`src/design/icc_pkg.sv`:
```
// package: constants, carriers and state records of the isa config front end
package icc_pkg;

  localparam logic [11:0] ADDR_PORT_LOC  = 12'h279;
  localparam logic [11:0] WRITE_PORT_LOC = 12'ha79;
  localparam logic [1:0]  RD_ADDR_HI     = 2'h0;
  localparam logic [1:0]  RD_ADDR_LO     = 2'h3;
  localparam logic [7:0]  RD_BASE_RESET  = 8'h80;

  localparam logic [7:0]  REG_SET_RD_PORT = 8'h00;
  localparam logic [7:0]  REG_ISOLATE     = 8'h01;
  localparam logic [7:0]  REG_CFG_CTRL    = 8'h02;
  localparam logic [7:0]  REG_HANDLE      = 8'h06;
  localparam int          CTRL_RESET_BIT  = 0;
  localparam int          CTRL_WAIT_BIT   = 1;
  localparam int          CTRL_CLR_HANDLE = 2;

  localparam logic [7:0]  ISO_DRIVE_FIRST  = 8'h55;
  localparam logic [7:0]  ISO_DRIVE_SECOND = 8'haa;
  localparam logic [1:0]  ISO_SENSE_FIRST  = 2'h1;
  localparam logic [1:0]  ISO_SENSE_SECOND = 2'h2;
  localparam logic [6:0]  ID_LAST_PAIR     = 7'h47;
  localparam logic [6:0]  ID_BODY_BITS     = 7'h40;

  localparam logic [7:0]  LFSR_SEED = 8'h6a;
  localparam logic [4:0]  KEY_LAST  = 5'h1f;
  localparam logic [1:0]  STRAP_SETTLE = 2'h2;
  localparam logic [7:0]  HANDLE_RESET = 8'h00;
  localparam logic [7:0]  INDEX_RESET  = 8'h00;

  typedef enum logic [1:0] {
    ST_WAIT_KEY,
    ST_ISOLATE,
    ST_CONFIG
  } icc_state_e;

  // sampled isa pins travel together through the synchroniser
  typedef struct packed {
    logic [11:0] addr;
    logic [7:0]  data;
    logic        rd_n;
    logic        wr_n;
    logic        rst;
    logic        boot;
  } icc_isa_s;

  localparam icc_isa_s ISA_IDLE = '{addr: 12'h000, data: 8'h00,
    rd_n: 1'b1, wr_n: 1'b1, rst: 1'b0, boot: 1'b0};

  typedef struct packed {
    icc_isa_s   s1;
    icc_isa_s   s2;
    icc_isa_s   s3;
    icc_state_e st;
    logic       cfg;
    logic [7:0] index;
    logic [7:0] rd_base;
    logic [7:0] handle;
    logic [1:0] strap_cnt;
    logic       strap;
    logic       active;
    logic [6:0] pair_cnt;
    logic       second;
    logic       in_read;
    logic       sensing;
    logic       hit_first;
    logic       dropped;
    logic       winner;
    logic [7:0] dout;
    logic       oe_n;
  } icc_main_s;

  localparam icc_main_s MAIN_RESET = '{s1: ISA_IDLE, s2: ISA_IDLE,
    s3: ISA_IDLE, st: ST_WAIT_KEY, cfg: 1'b0, index: INDEX_RESET,
    rd_base: RD_BASE_RESET, handle: HANDLE_RESET, strap_cnt: 2'h0,
    strap: 1'b0, active: 1'b0, pair_cnt: 7'h00, second: 1'b0,
    in_read: 1'b0, sensing: 1'b0, hit_first: 1'b0, dropped: 1'b0,
    winner: 1'b0, dout: 8'h00, oe_n: 1'b1};

  typedef struct packed {
    logic [7:0] nxt_byte;
    logic [4:0] cnt;
    logic       hit;
  } icc_key_s;

  typedef struct packed {
    logic [63:0] sr;
    logic [7:0]  chk;
    logic [6:0]  idx;
  } icc_id_s;

  // one step of the shared key / checksum shift register
  function automatic logic [7:0] lfsr_step(input logic [7:0] l,
                                           input logic       b);
    lfsr_step = {l[1] ^ l[0] ^ b, l[7:1]};
  endfunction

endpackage

```
`src/design/icc_isa_config.sv`:
```
// isa auto-configuration front end: ports, key, isolation, card handle
`timescale 1ns/1ns
module icc_isa_config #(
  // arbitrary identity values, replace per product
  parameter logic [31:0] VENDOR_ID = 32'h0a5c_3e01,
  parameter logic [31:0] UNIQUE_ID = 32'h0000_0001
) (
  input  wire logic        SYS_CLK_I,
  input  wire logic        RST_N_I,
  input  wire logic [11:0] ISA_SA_I,
  input  wire logic        ISA_IOR_N_I,
  input  wire logic        ISA_IOW_N_I,
  input  wire logic        ISA_RESET_DRV_I,
  input  wire logic [7:0]  ISA_D_I,
  output logic      [7:0]  ISA_D_O,
  output logic             ISA_D_OE_N_O,
  input  wire logic        BOOT_NET_I,
  output logic             DEV_ACTIVE_O,
  output logic             CFG_MODE_O,
  output logic      [7:0]  CARD_HANDLE_O
);

  ////////////////////////////////////////////////////////////////////////////
  // state and pin carrier

  icc_pkg::icc_main_s q;
  icc_pkg::icc_main_s n;
  icc_pkg::icc_isa_s  pins;

  logic        ior_fall;
  logic        ior_rise;
  logic        iow_rise;
  logic        bus_rst;
  logic [11:0] rd_port_addr;
  logic        rdp_start;
  logic        rdp_end;
  logic        adr_end;
  logic        wrp_end;
  logic        key_wr;
  logic        key_acc;
  logic        key_hit;
  logic        id_bit;
  logic        id_load;
  logic        id_adv;
  logic        iso_sel;
  logic        sense_ok;

  assign pins = '{addr: ISA_SA_I, data: ISA_D_I, rd_n: ISA_IOR_N_I,
                  wr_n: ISA_IOW_N_I, rst: ISA_RESET_DRV_I,
                  boot: BOOT_NET_I};

  ////////////////////////////////////////////////////////////////////////////
  // strobe edges and port decode
  // edges compare stages two and three; stage three still holds the address
  // and data seen while the strobe was low, so a closing edge uses it

  assign ior_fall = q.s3.rd_n & ~q.s2.rd_n;
  assign ior_rise = ~q.s3.rd_n & q.s2.rd_n;
  assign iow_rise = ~q.s3.wr_n & q.s2.wr_n;
  assign bus_rst  = q.s2.rst;

  assign rd_port_addr = {icc_pkg::RD_ADDR_HI, q.rd_base,
                         icc_pkg::RD_ADDR_LO};

  assign rdp_start = q.s2.addr == rd_port_addr;
  assign rdp_end   = q.s3.addr == rd_port_addr;
  assign adr_end   = q.s3.addr == icc_pkg::ADDR_PORT_LOC;
  assign wrp_end   = q.s3.addr == icc_pkg::WRITE_PORT_LOC;

  // key bytes are only looked for while no configuration session is open
  assign key_wr  = iow_rise & adr_end & (q.st == icc_pkg::ST_WAIT_KEY);
  assign key_acc = ior_rise & adr_end & (q.st == icc_pkg::ST_WAIT_KEY);

  assign iso_sel = (q.st == icc_pkg::ST_ISOLATE) & ~q.winner &
                   (q.index == icc_pkg::REG_ISOLATE);

  // only the two low lines are looked at while listening
  assign sense_ok = q.s3.data[1:0] == (q.second ?
                    icc_pkg::ISO_SENSE_SECOND :
                    icc_pkg::ISO_SENSE_FIRST);

  ////////////////////////////////////////////////////////////////////////////
  // helpers

  icc_key_det u_key (
    .clk_i     (SYS_CLK_I),
    .rst_n_i   (RST_N_I),
    .restart_i (bus_rst),
    .wr_i      (key_wr),
    .acc_i     (key_acc),
    .data_i    (q.s3.data),
    .key_o     (key_hit)
  );

  icc_id_shift #(
    .VENDOR_ID (VENDOR_ID),
    .UNIQUE_ID (UNIQUE_ID)
  ) u_id (
    .clk_i   (SYS_CLK_I),
    .rst_n_i (RST_N_I),
    .load_i  (id_load),
    .adv_i   (id_adv),
    .bit_o   (id_bit)
  );

  ////////////////////////////////////////////////////////////////////////////
  // next state

  always_comb begin
    n = q;
    id_load = 1'b0;
    id_adv = 1'b0;

    n.s1 = pins;
    n.s2 = q.s1;
    n.s3 = q.s2;

    // strap settles through the synchroniser before it is trusted
    // stage two only holds the strap from the second edge after release
    if (q.strap_cnt != 2'(icc_pkg::STRAP_SETTLE + 2'h1)) begin
      n.strap_cnt = 2'(q.strap_cnt + 2'h1);
    end
    if (q.strap_cnt == icc_pkg::STRAP_SETTLE) begin
      n.strap = q.s2.boot;
      n.active = q.s2.boot;
    end

    // ---- isolation read cycle: start
    if (ior_fall && rdp_start && iso_sel) begin
      n.in_read = 1'b1;
      if (!q.dropped) begin
        if (id_bit) begin
          n.dout = q.second ? icc_pkg::ISO_DRIVE_SECOND :
                              icc_pkg::ISO_DRIVE_FIRST;
          n.oe_n = 1'b0;
        end else begin
          n.sensing = 1'b1;
        end
      end
    end

    // ---- isolation read cycle: end
    if (ior_rise && q.in_read) begin
      n.in_read = 1'b0;
      n.oe_n = 1'b1;
      n.sensing = 1'b0;
      n.second = ~q.second;
      if (!q.second) begin
        n.hit_first = q.sensing & sense_ok;
      end else begin
        n.hit_first = 1'b0;
        n.pair_cnt = 7'(q.pair_cnt + 7'h01);
        if (!q.dropped) begin
          if (q.sensing && q.hit_first && sense_ok) begin
            n.dropped = 1'b1;
          end else begin
            id_adv = 1'b1;
          end
        end
        if (q.pair_cnt == icc_pkg::ID_LAST_PAIR) begin
          // a card still in at the end of the pass is the one isolated
          n.winner = ~(q.dropped |
                       (q.sensing & q.hit_first & sense_ok));
          n.dropped = 1'b0;
          n.pair_cnt = 7'h00;
          id_load = 1'b1;
        end
      end
    end

    // ---- address port: register index
    if (iow_rise && adr_end && q.st != icc_pkg::ST_WAIT_KEY) begin
      n.index = q.s3.data;
    end

    // ---- write port: data to the indexed register
    if (iow_rise && wrp_end && q.st != icc_pkg::ST_WAIT_KEY) begin
      case (q.index)
        icc_pkg::REG_SET_RD_PORT: begin
          n.rd_base = q.s3.data;
        end
        icc_pkg::REG_HANDLE: begin
          if (q.st == icc_pkg::ST_ISOLATE && q.winner) begin
            n.handle = q.s3.data;
            n.winner = 1'b0;
            n.st = icc_pkg::ST_CONFIG;
          end
        end
        icc_pkg::REG_CFG_CTRL: begin
          // control commands are refused until a handle is held
          if (q.handle != icc_pkg::HANDLE_RESET) begin
            if (q.s3.data[icc_pkg::CTRL_RESET_BIT]) begin
              n.active = q.strap;
              n.rd_base = icc_pkg::RD_BASE_RESET;
            end
            if (q.s3.data[icc_pkg::CTRL_CLR_HANDLE]) begin
              n.handle = icc_pkg::HANDLE_RESET;
            end
            if (q.s3.data[icc_pkg::CTRL_WAIT_BIT]) begin
              n.st = icc_pkg::ST_WAIT_KEY;
            end
          end
        end
        default: begin
        end
      endcase
    end

    // ---- key found: open a session
    if (key_hit && q.st == icc_pkg::ST_WAIT_KEY) begin
      // a card holding a handle sits out isolation entirely
      n.st = (q.handle == icc_pkg::HANDLE_RESET) ?
             icc_pkg::ST_ISOLATE : icc_pkg::ST_CONFIG;
      n.pair_cnt = 7'h00;
      n.second = 1'b0;
      n.dropped = 1'b0;
      n.winner = 1'b0;
      id_load = 1'b1;
    end

    // ---- leaving isolation mid read must not leave the bus driven
    if (n.st != icc_pkg::ST_ISOLATE) begin
      n.in_read = 1'b0;
      n.sensing = 1'b0;
      n.oe_n = 1'b1;
    end

    // ---- isa bus reset overrides everything
    if (bus_rst) begin
      n.st = icc_pkg::ST_WAIT_KEY;
      n.handle = icc_pkg::HANDLE_RESET;
      n.index = icc_pkg::INDEX_RESET;
      n.rd_base = icc_pkg::RD_BASE_RESET;
      n.active = q.strap;
      n.pair_cnt = 7'h00;
      n.second = 1'b0;
      n.in_read = 1'b0;
      n.sensing = 1'b0;
      n.hit_first = 1'b0;
      n.dropped = 1'b0;
      n.winner = 1'b0;
      n.oe_n = 1'b1;
      id_load = 1'b1;
    end

    n.cfg = n.st != icc_pkg::ST_WAIT_KEY;
  end

  ////////////////////////////////////////////////////////////////////////////
  // registers

  always_ff @(posedge SYS_CLK_I or negedge RST_N_I) begin
    if (!RST_N_I) begin
      q <= icc_pkg::MAIN_RESET;
    end else begin
      q <= n;
    end
  end

  ////////////////////////////////////////////////////////////////////////////
  // outputs
  // the driver lets go on the third clock edge after the read strobe rises; the isa
  // data hold window covers this at 10 mhz, faster clocks would shrink it

  assign ISA_D_O       = q.dout;
  assign ISA_D_OE_N_O  = q.oe_n;
  assign DEV_ACTIVE_O  = q.active;
  assign CFG_MODE_O    = q.cfg;
  assign CARD_HANDLE_O = q.handle;

endmodule

```
`src/design/icc_key_det.sv`:
```
// initiation key matcher fed by address port writes
`timescale 1ns/1ns
module icc_key_det (
  input  wire logic       clk_i,
  input  wire logic       rst_n_i,
  input  wire logic       restart_i,
  input  wire logic       wr_i,
  input  wire logic       acc_i,
  input  wire logic [7:0] data_i,
  output logic            key_o
);

  icc_pkg::icc_key_s q;
  icc_pkg::icc_key_s n;

  always_comb begin
    n = q;
    n.hit = 1'b0;
    if (restart_i || acc_i) begin
      n.nxt_byte = icc_pkg::LFSR_SEED;
      n.cnt = 5'h00;
    end else if (wr_i) begin
      if (data_i == q.nxt_byte) begin
        n.nxt_byte = icc_pkg::lfsr_step(q.nxt_byte, 1'b0);
        n.cnt = 5'(q.cnt + 5'h01);
        if (q.cnt == icc_pkg::KEY_LAST) begin
          n.hit = 1'b1;
          n.nxt_byte = icc_pkg::LFSR_SEED;
          n.cnt = 5'h00;
        end
      end else if (data_i == icc_pkg::LFSR_SEED) begin
        // a stray first byte starts a fresh attempt rather than wasting it
        n.nxt_byte = icc_pkg::lfsr_step(icc_pkg::LFSR_SEED, 1'b0);
        n.cnt = 5'h01;
      end else begin
        n.nxt_byte = icc_pkg::LFSR_SEED;
        n.cnt = 5'h00;
      end
    end
  end

  always_ff @(posedge clk_i or negedge rst_n_i) begin
    if (!rst_n_i) begin
      q <= '{nxt_byte: icc_pkg::LFSR_SEED, cnt: 5'h00, hit: 1'b0};
    end else begin
      q <= n;
    end
  end

  assign key_o = q.hit;

endmodule

```
`src/design/icc_id_shift.sv`:
```
// serial identifier shifter with checksum built while shifting
`timescale 1ns/1ns
module icc_id_shift #(
  parameter logic [31:0] VENDOR_ID = 32'h0a5c_3e01,
  parameter logic [31:0] UNIQUE_ID = 32'h0000_0001
) (
  input  wire logic clk_i,
  input  wire logic rst_n_i,
  input  wire logic load_i,
  input  wire logic adv_i,
  output logic      bit_o
);

  icc_pkg::icc_id_s q;
  icc_pkg::icc_id_s n;

  always_comb begin
    n = q;
    if (load_i) begin
      n.sr = {UNIQUE_ID, VENDOR_ID};
      n.chk = icc_pkg::LFSR_SEED;
      n.idx = 7'h00;
    end else if (adv_i) begin
      if (q.idx < icc_pkg::ID_BODY_BITS) begin
        n.chk = icc_pkg::lfsr_step(q.chk, q.sr[0]);
        n.sr = {1'b0, q.sr[63:1]};
      end else begin
        n.chk = {1'b0, q.chk[7:1]};
      end
      n.idx = 7'(q.idx + 7'h01);
    end
  end

  always_ff @(posedge clk_i or negedge rst_n_i) begin
    if (!rst_n_i) begin
      q <= '{sr: {UNIQUE_ID, VENDOR_ID}, chk: icc_pkg::LFSR_SEED,
             idx: 7'h00};
    end else begin
      q <= n;
    end
  end

  assign bit_o = (q.idx < icc_pkg::ID_BODY_BITS) ? q.sr[0] : q.chk[0];

endmodule

```
`config.mk`:
```
export PLATFORM = sky130hd
export DESIGN_NAME = icc_isa_config
export DESIGN_NICKNAME = d
export VERILOG_FILES = /design/src/design/icc_pkg.sv /design/src/design/icc_isa_config.sv /design/src/design/icc_key_det.sv /design/src/design/icc_id_shift.sv
export SDC_FILE = /design/constraint.sdc
export NUM_CORES = 1
export LEC_CHECK = 0
export BUFFER_PORTS_ARGS = -buffer_cell sky130_fd_sc_hd__buf_2
export CORE_MARGIN = 2
export CORE_UTILIZATION = 55
export CTS_CLUSTER_SIZE = 12
export DETAILED_ROUTE_END_ITERATION = 10
export GPL_TIMING_DRIVEN = 0
export HOLD_SLACK_MARGIN = 0.1
export PLACE_DENSITY = 0.78
export SYNTH_ARGS = -nofsm -noshare
export SYNTH_HDL_FRONTEND = slang
export SYNTH_HIERARCHICAL = 1
export SYNTH_SLANG_ARGS = --single-unit
```
`constraint.sdc`:
```
create_clock -name SYS_CLK_I -period 4.4 [get_ports SYS_CLK_I]
set_input_delay 0.44 -clock SYS_CLK_I [delete_from_list [all_inputs] [get_ports SYS_CLK_I]]
set_output_delay 0.44 -clock SYS_CLK_I [all_outputs]
set_load 0.05 [all_outputs]
```
Word-level counts from Yosys, hierarchy flattened
Index checks and enable logic that the tools add are counted.
{"block": "op_classes", "n_addsub": 4, "n_lt_le_gt_ge": 1, "eq_ne": 21, "muxes": 69, "bitwise_logic": 23, "n_reduce_logical": 37}
{"operator": "79-bit two-way mux", "count": 2}
{"operator": "64-bit two-way mux", "count": 1}
{"operator": "8-bit two-way mux", "count": 7}
{"operator": "13-bit two-way mux", "count": 4}
{"operator": "14-bit two-way mux", "count": 3}
{"operator": "16-bit two-way mux", "count": 2}
{"operator": "8-bit one-hot mux with 2 select lines", "count": 2}
{"operator": "1-bit two-way mux", "count": 31}
{"operator": "2-bit two-way mux", "count": 13}
{"operator": "24-bit two-way mux", "count": 1}
{"operator": "8-bit logical NOT", "count": 2}
{"operator": "2-bit nonzero test", "count": 8}
{"operator": "7-bit by 1-bit adder with 7-bit output (second input constant)", "count": 2}
{"operator": "7-bit two-way mux", "count": 2}
{"operator": "1-bit AND", "count": 12}
{"operator": "12-bit by 10-bit equality test with 1-bit output", "count": 1}
{"operator": "12-bit by 10-bit equality test with 1-bit output (second input constant)", "count": 1}
{"operator": "12-bit equality test (second input constant)", "count": 1}
{"operator": "3-bit inequality test (second input constant)", "count": 4}
{"operator": "3-bit nonzero test", "count": 4}
{"operator": "1-bit logical AND", "count": 11}
{"operator": "3-bit AND reduction", "count": 3}
{"operator": "8-bit by 1-bit equality test with 1-bit output (second input constant)", "count": 1}
{"operator": "8-bit by 2-bit equality test with 1-bit output (second input constant)", "count": 1}
{"operator": "26 further kinds", "count": 36}
{"block": "totals", "register_bits": 216, "inputBits": 26, "elab_cells": 194}

Longest topological paths before layout
Gate-level depths: netlist (run 1).
{"block": "depth", "depth_word": 13, "mapped_depth": 10}

By module
The synthesis (run 1) kept the hierarchy.
{"module": "icc_isa_config", "instances": 1, "cells_each": 345, "area_per_inst_um2": 4450.5, "seq_area_each_um2": 2937.8}
{"module": "icc_id_shift", "instances": 1, "cells_each": 137, "area_per_inst_um2": 1884.3, "seq_area_each_um2": 1222.4}
{"module": "icc_key_det", "instances": 1, "cells_each": 81, "area_per_inst_um2": 854.6, "seq_area_each_um2": 355.3}

Worst setup path after synthesis (run 1)
Ideal clock, no wire load.
{"block": "synth_timing", "path_type": "reg-to-reg", "startpoint": "register q[76] (netlist name)", "endpoint": "register u_key/q[4] (netlist name)", "arrival_ns": 2.091, "required_time_ns": 4.335, "path_slack_ns": 2.244, "path_stages_with_launch": 7, "path_buffers": 0, "synth_period_minus_slack_ns": 2.156, "cell_sequence": "dfrtp_1 > nor4bb_1 > nand4_1 > nor3b_1 > or3b_1 > a2111oi_0 > o21a_1"}
{"block": "synth_between", "elab_cells_between_ends": 8}
{"element": "from (decl)", "line_no": "icc_isa_config.sv:26", "text": "icc_pkg::icc_main_s q;"}
{"element": "from (signal assigned)", "line_no": "icc_isa_config.sv:254", "text": "q <= icc_pkg::MAIN_RESET;"}
{"element": "from (signal assigned)", "line_no": "icc_isa_config.sv:256", "text": "q <= n;"}
{"element": "12-bit by 10-bit equality test with 1-bit output", "line_no": "icc_isa_config.sv:67", "text": "assign adr_end = q.s3.addr == icc_pkg::ADDR_PORT_LOC;"}
{"element": "1-bit AND (2 in a row)", "line_no": "icc_isa_config.sv:71", "text": "assign key_wr = iow_rise & adr_end & (q.st == icc_pkg::ST_WAIT_KEY);"}
{"element": "named net key_wr", "line_no": "icc_isa_config.sv:39", "text": "logic key_wr;"}
{"element": "2-bit nonzero test (no source line)"}
{"element": "to (signal assigned)", "line_no": "icc_key_det.sv:44", "text": "q <= '{nxt_byte: icc_pkg::LFSR_SEED, cnt: 5'h00, hit: 1'b0};"}
{"element": "to (signal assigned)", "line_no": "icc_key_det.sv:46", "text": "q <= n;"}
{"element": "to (decl)", "line_no": "icc_key_det.sv:13", "text": "icc_pkg::icc_key_s q;"}
The timed path passes the listed nets, and every way through them passes these cells.
A chain may end at the register's enable or synchronous reset.

Worst setup path after layout (run 1)
Ends and elaborated chain as after synthesis.

==> results of run 1 <==
-- worst max path at each step --
| stage | to | startpoint |
|---|---|---|
| 5_1_grt | u_key/q[4]$_DFFE_PN0P_ | q[76]$_DFF_PN0_ |
| 4_1_cts | u_key/q[4]$_DFFE_PN0P_ | q[76]$_DFF_PN0_ |
| 2_1_floorplan | u_key/q[4]$_DFFE_PN0P_ | q[76]$_DFF_PN0_ |
| 6_report | u_key/q[4]$_DFFE_PN0P_ | q[76]$_DFF_PN0_ |
| 3_3_place_gp | u_id/q[2]$_DFFE_PN0P_ | RST_N_I |
| 3_5_place_dp | u_key/q[4]$_DFFE_PN0P_ | q[76]$_DFF_PN0_ |
-- worst register-to-register path: cells and delay by family, from the launching register on --
family	cells	cell delay, ns
flops	1	0.40
simple gates	4	1.61
compound gates	2	0.56
-- layer usage --
| metal | global-route usage | vias up | routed length [um] | share of wire |
|---|---|---|---|---|
| met3 | 0.0454 | 20 | 670 | 0.049 |
| li1 | - | 2143 | - | - |
| met5 | 0 | - | 0 | 0 |
| met4 | 0.0798 | 0 | 213 | 0.016 |
| met2 | 0.333 | 140 | 6690 | 0.49 |
| met1 | 0.286 | 2337 | 6010 | 0.44 |
-- cells in the mapped netlist (all sizes together) (3+ instances only) --
library cell	n	area share
dfrtp	150	0.52
nor2	38	0.020
nand2	31	0.016
dfstp	29	0.11
buf	27	0.027
inv	23	0.012
a22o	21	0.026
xnor2	17	0.021
a21oi	16	0.011
mux2i	14	0.019
o21ai	13	0.0096
nand4	12	0.014
o22a	12	0.015
nor4	10	0.012
nand3	9	0.0063
xor2	9	0.011
a2bb2o	8	0.011
nor2b	8	0.0070
nor3	8	0.0063
nand2b	7	0.0071
and2	6	0.0052
ha	6	0.010
nor4b	6	0.010
clkbuf	5	0.0026
a211o	4	0.0049
a221o	4	0.0063
and3	4	0.0035
nand3b	4	0.0042
nor4bb	4	0.0056
o32ai	4	0.0049
or3	4	0.0035
a211oi	3	0.0031
a21o	3	0.0031
a31oi	3	0.0026
and4b	3	0.0042
-- through the flow --
stage | utilization | hold slack, ns | cell area (um^2) | total power [mW] | setup WS (ns)
final | 0.653 | 0.112 | 8270 | 3.26 | 1.76
after global routing | 0.653 | 0.104 | 8270 | 3.38 | 1.58
after CTS | 0.653 | 0.103 | 8270 | 3.30 | 1.74
after detailed placement | 0.605 | 0.335 | 7660 | 1.83 | 1.77
after global placement | 0.602 | 0.332 | 7620 | 1.82 | 0.380
after floorplan | - | 0.144 | 7190 | 1.76 | 2.24
-- kinds of logic after synthesis --
logic type               Yosys count  synth area share
XOR/XNOR                          26            0.0317
adder cells (fa/ha/maj)            6            0.0104
multiplexers                      16            0.0226
AO/OA/AOI/OAI                    110             0.120
flip-flops                       179             0.628
buffers and inverters             55            0.0414
AND/OR/NAND/NOR                  171             0.146
-- where the power goes --
part           switching (mW)  leakage, nW  internal, mW  total, mW
combinational          0.0629         1.24        0.0282     0.0911
clock                   0.611        0.281         0.857       1.47
sequential             0.0232         2.24          1.68       1.71
total                   0.697         3.76          2.57       3.26
-- state kept, by name, indices dropped and copies added (netlist names) --
register and count:
ISA_D_OE_N_O 1, n 47, bus_rst 1, u_key/q 13
q 56, ISA_D_O 2, DEV_ACTIVE_O 1, u_key/key_o 1
u_id/q 48, CFG_MODE_O 1, CARD_HANDLE_O 8
-- cell type report --
type	count	share of cell area
Sequential cell	179	0.546
Tap cell	172	0.0260
Multi-Input combinational cell	329	0.287
Clock buffer	22	0.0597
Timing Repair Buffer	47	0.0336
Clock inverter	10	0.0116
Buffer	32	0.0256
Inverter	23	0.0104
-- cell usage in the layout (no fill, tap or decap), types with 4 or more instances in the layout --
master	instances
nand2b_1	6
a21oi_1	16
dfrtp_1	150
nand4_1	9
buf_2	50
dfstp_2	29
o21ai_0	12
clkinvlp_4	4
o22a_1	12
mux2i_1	14
nand3b_1	4
ha_1	6
a211o_1	4
clkbuf_16	17
nor3_1	7
nor2b_1	8
nor4_1	8
nand3_1	9
or3_1	4
inv_1	23
and3_1	4
buf_4	16
clkbuf_1	5
nand2_1	31
a22o_1	21
a221o_2	4
nor4b_1	4
nor2_1	37
clkbuf_8	5
and2_1	6
a2bb2o_1	8
xnor2_1	17
xor2_1	9
nor4bb_1	4
o32ai_1	4
==> results.cfg, run 1 <==
[cts]
cts_root_buf = clkbuf_16
ctsHtreeMaxLevel = 4
cts-buffers-inserted = 17
cts.clk_slew.worst_paths_ns = 0.06
clk_path_buf_depth = 2
post_cts_buffers = 0
tritoncts = built
clkSinkCount = 179
clock_latency_ns = 0.43
cts_resized = 0
hold_buffers = 2

[timing]
setup_violations = 0
slew_violations = 0
fin_skew_ns = 0.0137
relSlewSlack = 0.480
finalHoldViolations = 0
fin_setup_tns_ns = 0
fmax_ghz = 0.378
worst_slew_pin_slew_ns = 0.778
finalCritPeriodShare = 0.601
min_period_ns = 2.64
rsz0062_at_grt = no

[route]
avgRoutedWirePerCell_um = 16.7
drc = 0
routed-via-count = 4640
drt_iter0_drc = 292
ant_nets = 0
routed_wl_um = 13600
vias_per_cell = 5.70
drtPass1Iterations = 5

[critical_path]
timing.rr.end = u_key/q[4]$_DFFE_PN0P_
worstPathMaxFanout = 7
max_stage_delay_ns = 0.70
critical_path_arrival_ns = 3.01
cp.required_ns = 4.76
ff2ff_path_depth = 6
worstSetupPathType = reg -> reg
crit_family = simple AND/OR/NAND/NOR gates
cp-start-kind = flip-flop
crit_path_end_kind = flip-flop
regToRegStartpoint = q[76]$_DFF_PN0_
critPathBufInv = 0
crit_chain = nor4bb_1, nand4_1, nor3b_1, or3b_1, a2111oi_0, o21a_1
cp_slowest_cell = nor3b_1
cp_num_cells = 6
r2r_setup_slack_ns = 1.76

[layout]
drive_above_1_share = 0.245
fin_cells = 814
register_area_mm2 = 0.00452
multi_input_area_mm2 = 0.00238
final_nets = 661
diodes = 0
fill_cells = 933
area_delta_synth_final_pct = 15.1

[synthesis]
netlist_area_mm2 = 0.00719
synth_ff_type = dfrtp_1
avgSynthCellArea_um2 = 12.8
synth_cells = 563
syn_nets = 595
ys_warn_count = 6
async_flop_share = 1.00
yosysSeqAreaShare = 0.628
synth_seq_cells = 179
yosysUniqueCellTypes = 76
synth_edf_count = 0

[place]
dpl.cell_count = 780
place_congestion = 0.842
io_buffers = 44
place_hpwl_um = 9090

[floorplan]
io_pins = 45
initial_core_util = 0.567
core-area_mm2 = 0.0127
die_h_um = 118
die_area_mm2 = 0.0140
std_cell_rows = 41
fp.dieW_um = 118

[hold_path]
hp-class = in -> reg
min_to = n[83]$_DFF_PN0_
min_path_cells = 1
hold_start = ISA_D_I[2]

[job]
maxCapViolations = 0

[power_and_ir_drop]
ir_worst_vdd_mv = 0.305
p_leak_nw = 3.76
power.density_mw_per_mm2 = 395

[grt]
grt_pass1_vias = 4716
grt_pass1_wl_um = 23200
grt_use_total = 0.210
grt_max_degree = 111
grt_antenna_before_repair = 0
grt-ovfl-total = 0

[status]
status = finished clean
Note: power is estimated with default switching activity, not from simulation.
==> run 2, diff against run 1 <==
- CORE_UTILIZATION: 55 -> 54
- PLACE_DENSITY: 0.78 -> 0.8
- clock period: 4.4 -> 2.2 ns (I/O delays scaled with it)
==> run 2 against run 1 <==
The run now ends with negative setup slack left. Non-clock buffer count up 36. Design area is 5.8% higher. Critical path depth is 3 higher. Core utilization up 1.3 points. Largest cell class unchanged. Largest power group unchanged.
==> results.cfg, run 2 (synthesis results as in run 1) <==
[cts]
cts-buffers-inserted = 17
clock_latency_ns = 0.42
clk_path_buf_depth = 2
ctsHtreeMaxLevel = 4
tritoncts = built
cts_root_buf = clkbuf_16
clkSinkCount = 179
cts.clk_slew.worst_paths_ns = 0.07

[critical_path]
cp.required_ns = 2.51
critical_path_arrival_ns = 2.54
cp-start-kind = flip-flop
crit_path_end_kind = flip-flop
regToRegStartpoint = q[76]$_DFF_PN0_
max_stage_delay_ns = 0.41
ff2ff_path_depth = 9
worstSetupPathType = reg -> reg
crit_top_cell = buf_4
crit_chain = nor4bb_1, nand4_1, buf_4, nor3b_4, nor2_4, nand2_2, nor4_4, buf_4, a221o_2
cp_slowest_cell = dfrtp_1
worstPathMaxFanout = 8
crit_start = q[76]$_DFF_PN0_

[route]
drc = 0
ant_nets = 0
routed-via-count = 4896
routed_wl_um = 14800
vias_per_cell = 5.73
drtPass1Iterations = 5
drt_iter0_drc = 324
avgRoutedWirePerCell_um = 17.3

[floorplan]
io_pins = 45
initial_core_util = 0.547
core-area_mm2 = 0.0131
die_h_um = 119
die_area_mm2 = 0.0143
std_cell_rows = 42
fp.dieW_um = 119

[timing]
worst_slew_pin_slew_ns = 0.613
min_period_ns = 2.23
setup_slack_ns = -0.0288
finalHoldViolations = 0
relSlewSlack = 0.587
hold_ws_ns = 0.331
finalCritPeriodShare = 1.01
rsz0062_at_grt = yes
fin_skew_ns = 0.0110
fin_setup_tns_ns = -0.0694
fmax_ghz = 0.449
setup_violations = 4
slew_violations = 0

[layout]
largest_register = q
fin_area_mm2 = 0.00875
area_delta_synth_final_pct = 21.7
final_nets = 697
fill_cells = 914
diodes = 0
layout_commonest_cell = dfrtp_1
final_util = 0.666
largest_reg_flops = 56
layout_common_cells = dfrtp_1 (148), buf_2 (48), nor2_1 (35)
drive_above_1_share = 0.280

[place]
place_congestion = 0.878
place_hpwl_um = 9200
io_buffers = 44
place_area_mm2 = 0.00767

[status]
violations = negative setup slack
status = finished, violations left

[grt]
grt_pass1_wl_um = 23700
grt_max_degree = 112
grt_antenna_before_repair = 0
grt_use_total = 0.214
grt_pass1_vias = 4819
grt-ovfl-total = 0

[power_and_ir_drop]
p_leak_nw = 3.97
total_power_mw = 6.68
power.density_mw_per_mm2 = 763
ir_worst_vdd_mv = 0.575

[job]
maxCapViolations = 0

[hold_path]
hp-class = in -> async
## run 2: changes by cell type in the layout (fill, tap and decap cells not counted), moves of 2 or more
cell	delta
dlygate4sd3_1	+23
buf_4	+14
clkbuf_8	-5
buf_6	+3
buf_2	-2
bufinv_16	+2
dfrtp_1	-2
dfrtp_2	+2
nand2_1	-2
nor2_1	-2
nor2_4	+2
nor3b_1	-2
nor3b_4	+2
## run 2: final cells by class
class / instances / area, um^2 / area share
clock inverters: 13 / 161 / 0.0184
plain buffers: 30 / 224 / 0.0256
inverters: 23 / 86.3 / 0.00987
flip-flops and latches: 179 / 4520 / 0.516
clock buffers: 19 / 433 / 0.0495
multi-input cells: 329 / 2490 / 0.284
well taps: 176 / 220 / 0.0252
repair buffers: 85 / 622 / 0.0711
## run 2: path summary, 6_finish.rpt
check / to / slack, ns
setup / recovery: u_key/q[8]$_DFFE_PN0P_ / -0.03
min in group SYS_CLK_I: n[62]$_DFF_PN0_ / 0.34
hold / removal: u_id/q[5]$_DFFE_PN0P_ / 0.33
setup reg to reg: u_key/q[8]$_DFFE_PN0P_ / -0.03
hold reg to reg: n[62]$_DFF_PN0_ / 0.34
max in group asynchronous: q[58]$_DFF_PN0_ / 0.96
## run 2: where the power goes
group	internal (mW)	total [mW]	switching, mW	leakage, nW
Combinational	0.0962	0.235	0.139	1.45
Sequential	3.37	3.42	0.0494	2.24
Clock	1.79	3.03	1.24	0.280
Total	5.25	6.68	1.43	3.97
## run 2: per-layer routing
metal	vias up	track usage	part of all wire
met2	195	0.336	0.48
met5	-	0	0
met4	0	0.0926	0.027
met1	2443	0.280	0.43
met3	46	0.0603	0.061
li1	2212	-	-
## run 2: through the flow
stage               setup slack [ns]  instances
global placement               -1.57        783
floorplan                     0.0436        563
detailed placement            -0.525        784
finish                       -0.0288        854
global route                  -0.157        854
CTS                          -0.0307        846
## run 2: critical path, delay by kind of cell, from the launching register on
family / cells / cell delay, ns
and+or+nand+nor: 6 / 0.95
DFF: 1 / 0.41
AOI/OAI and AO/OA: 1 / 0.39
buffers and inverters: 2 / 0.36
## run 2: timing repair
action / 4_1_cts / 5_1_grt
pin swaps: 4 / 7
setup endpoints to repair: 57 / 68
buffers inserted: 6 / 9
hold endpoints to repair: 85 / 0
hold buffers: 25 / 0
gates resized for setup: 18 / 22
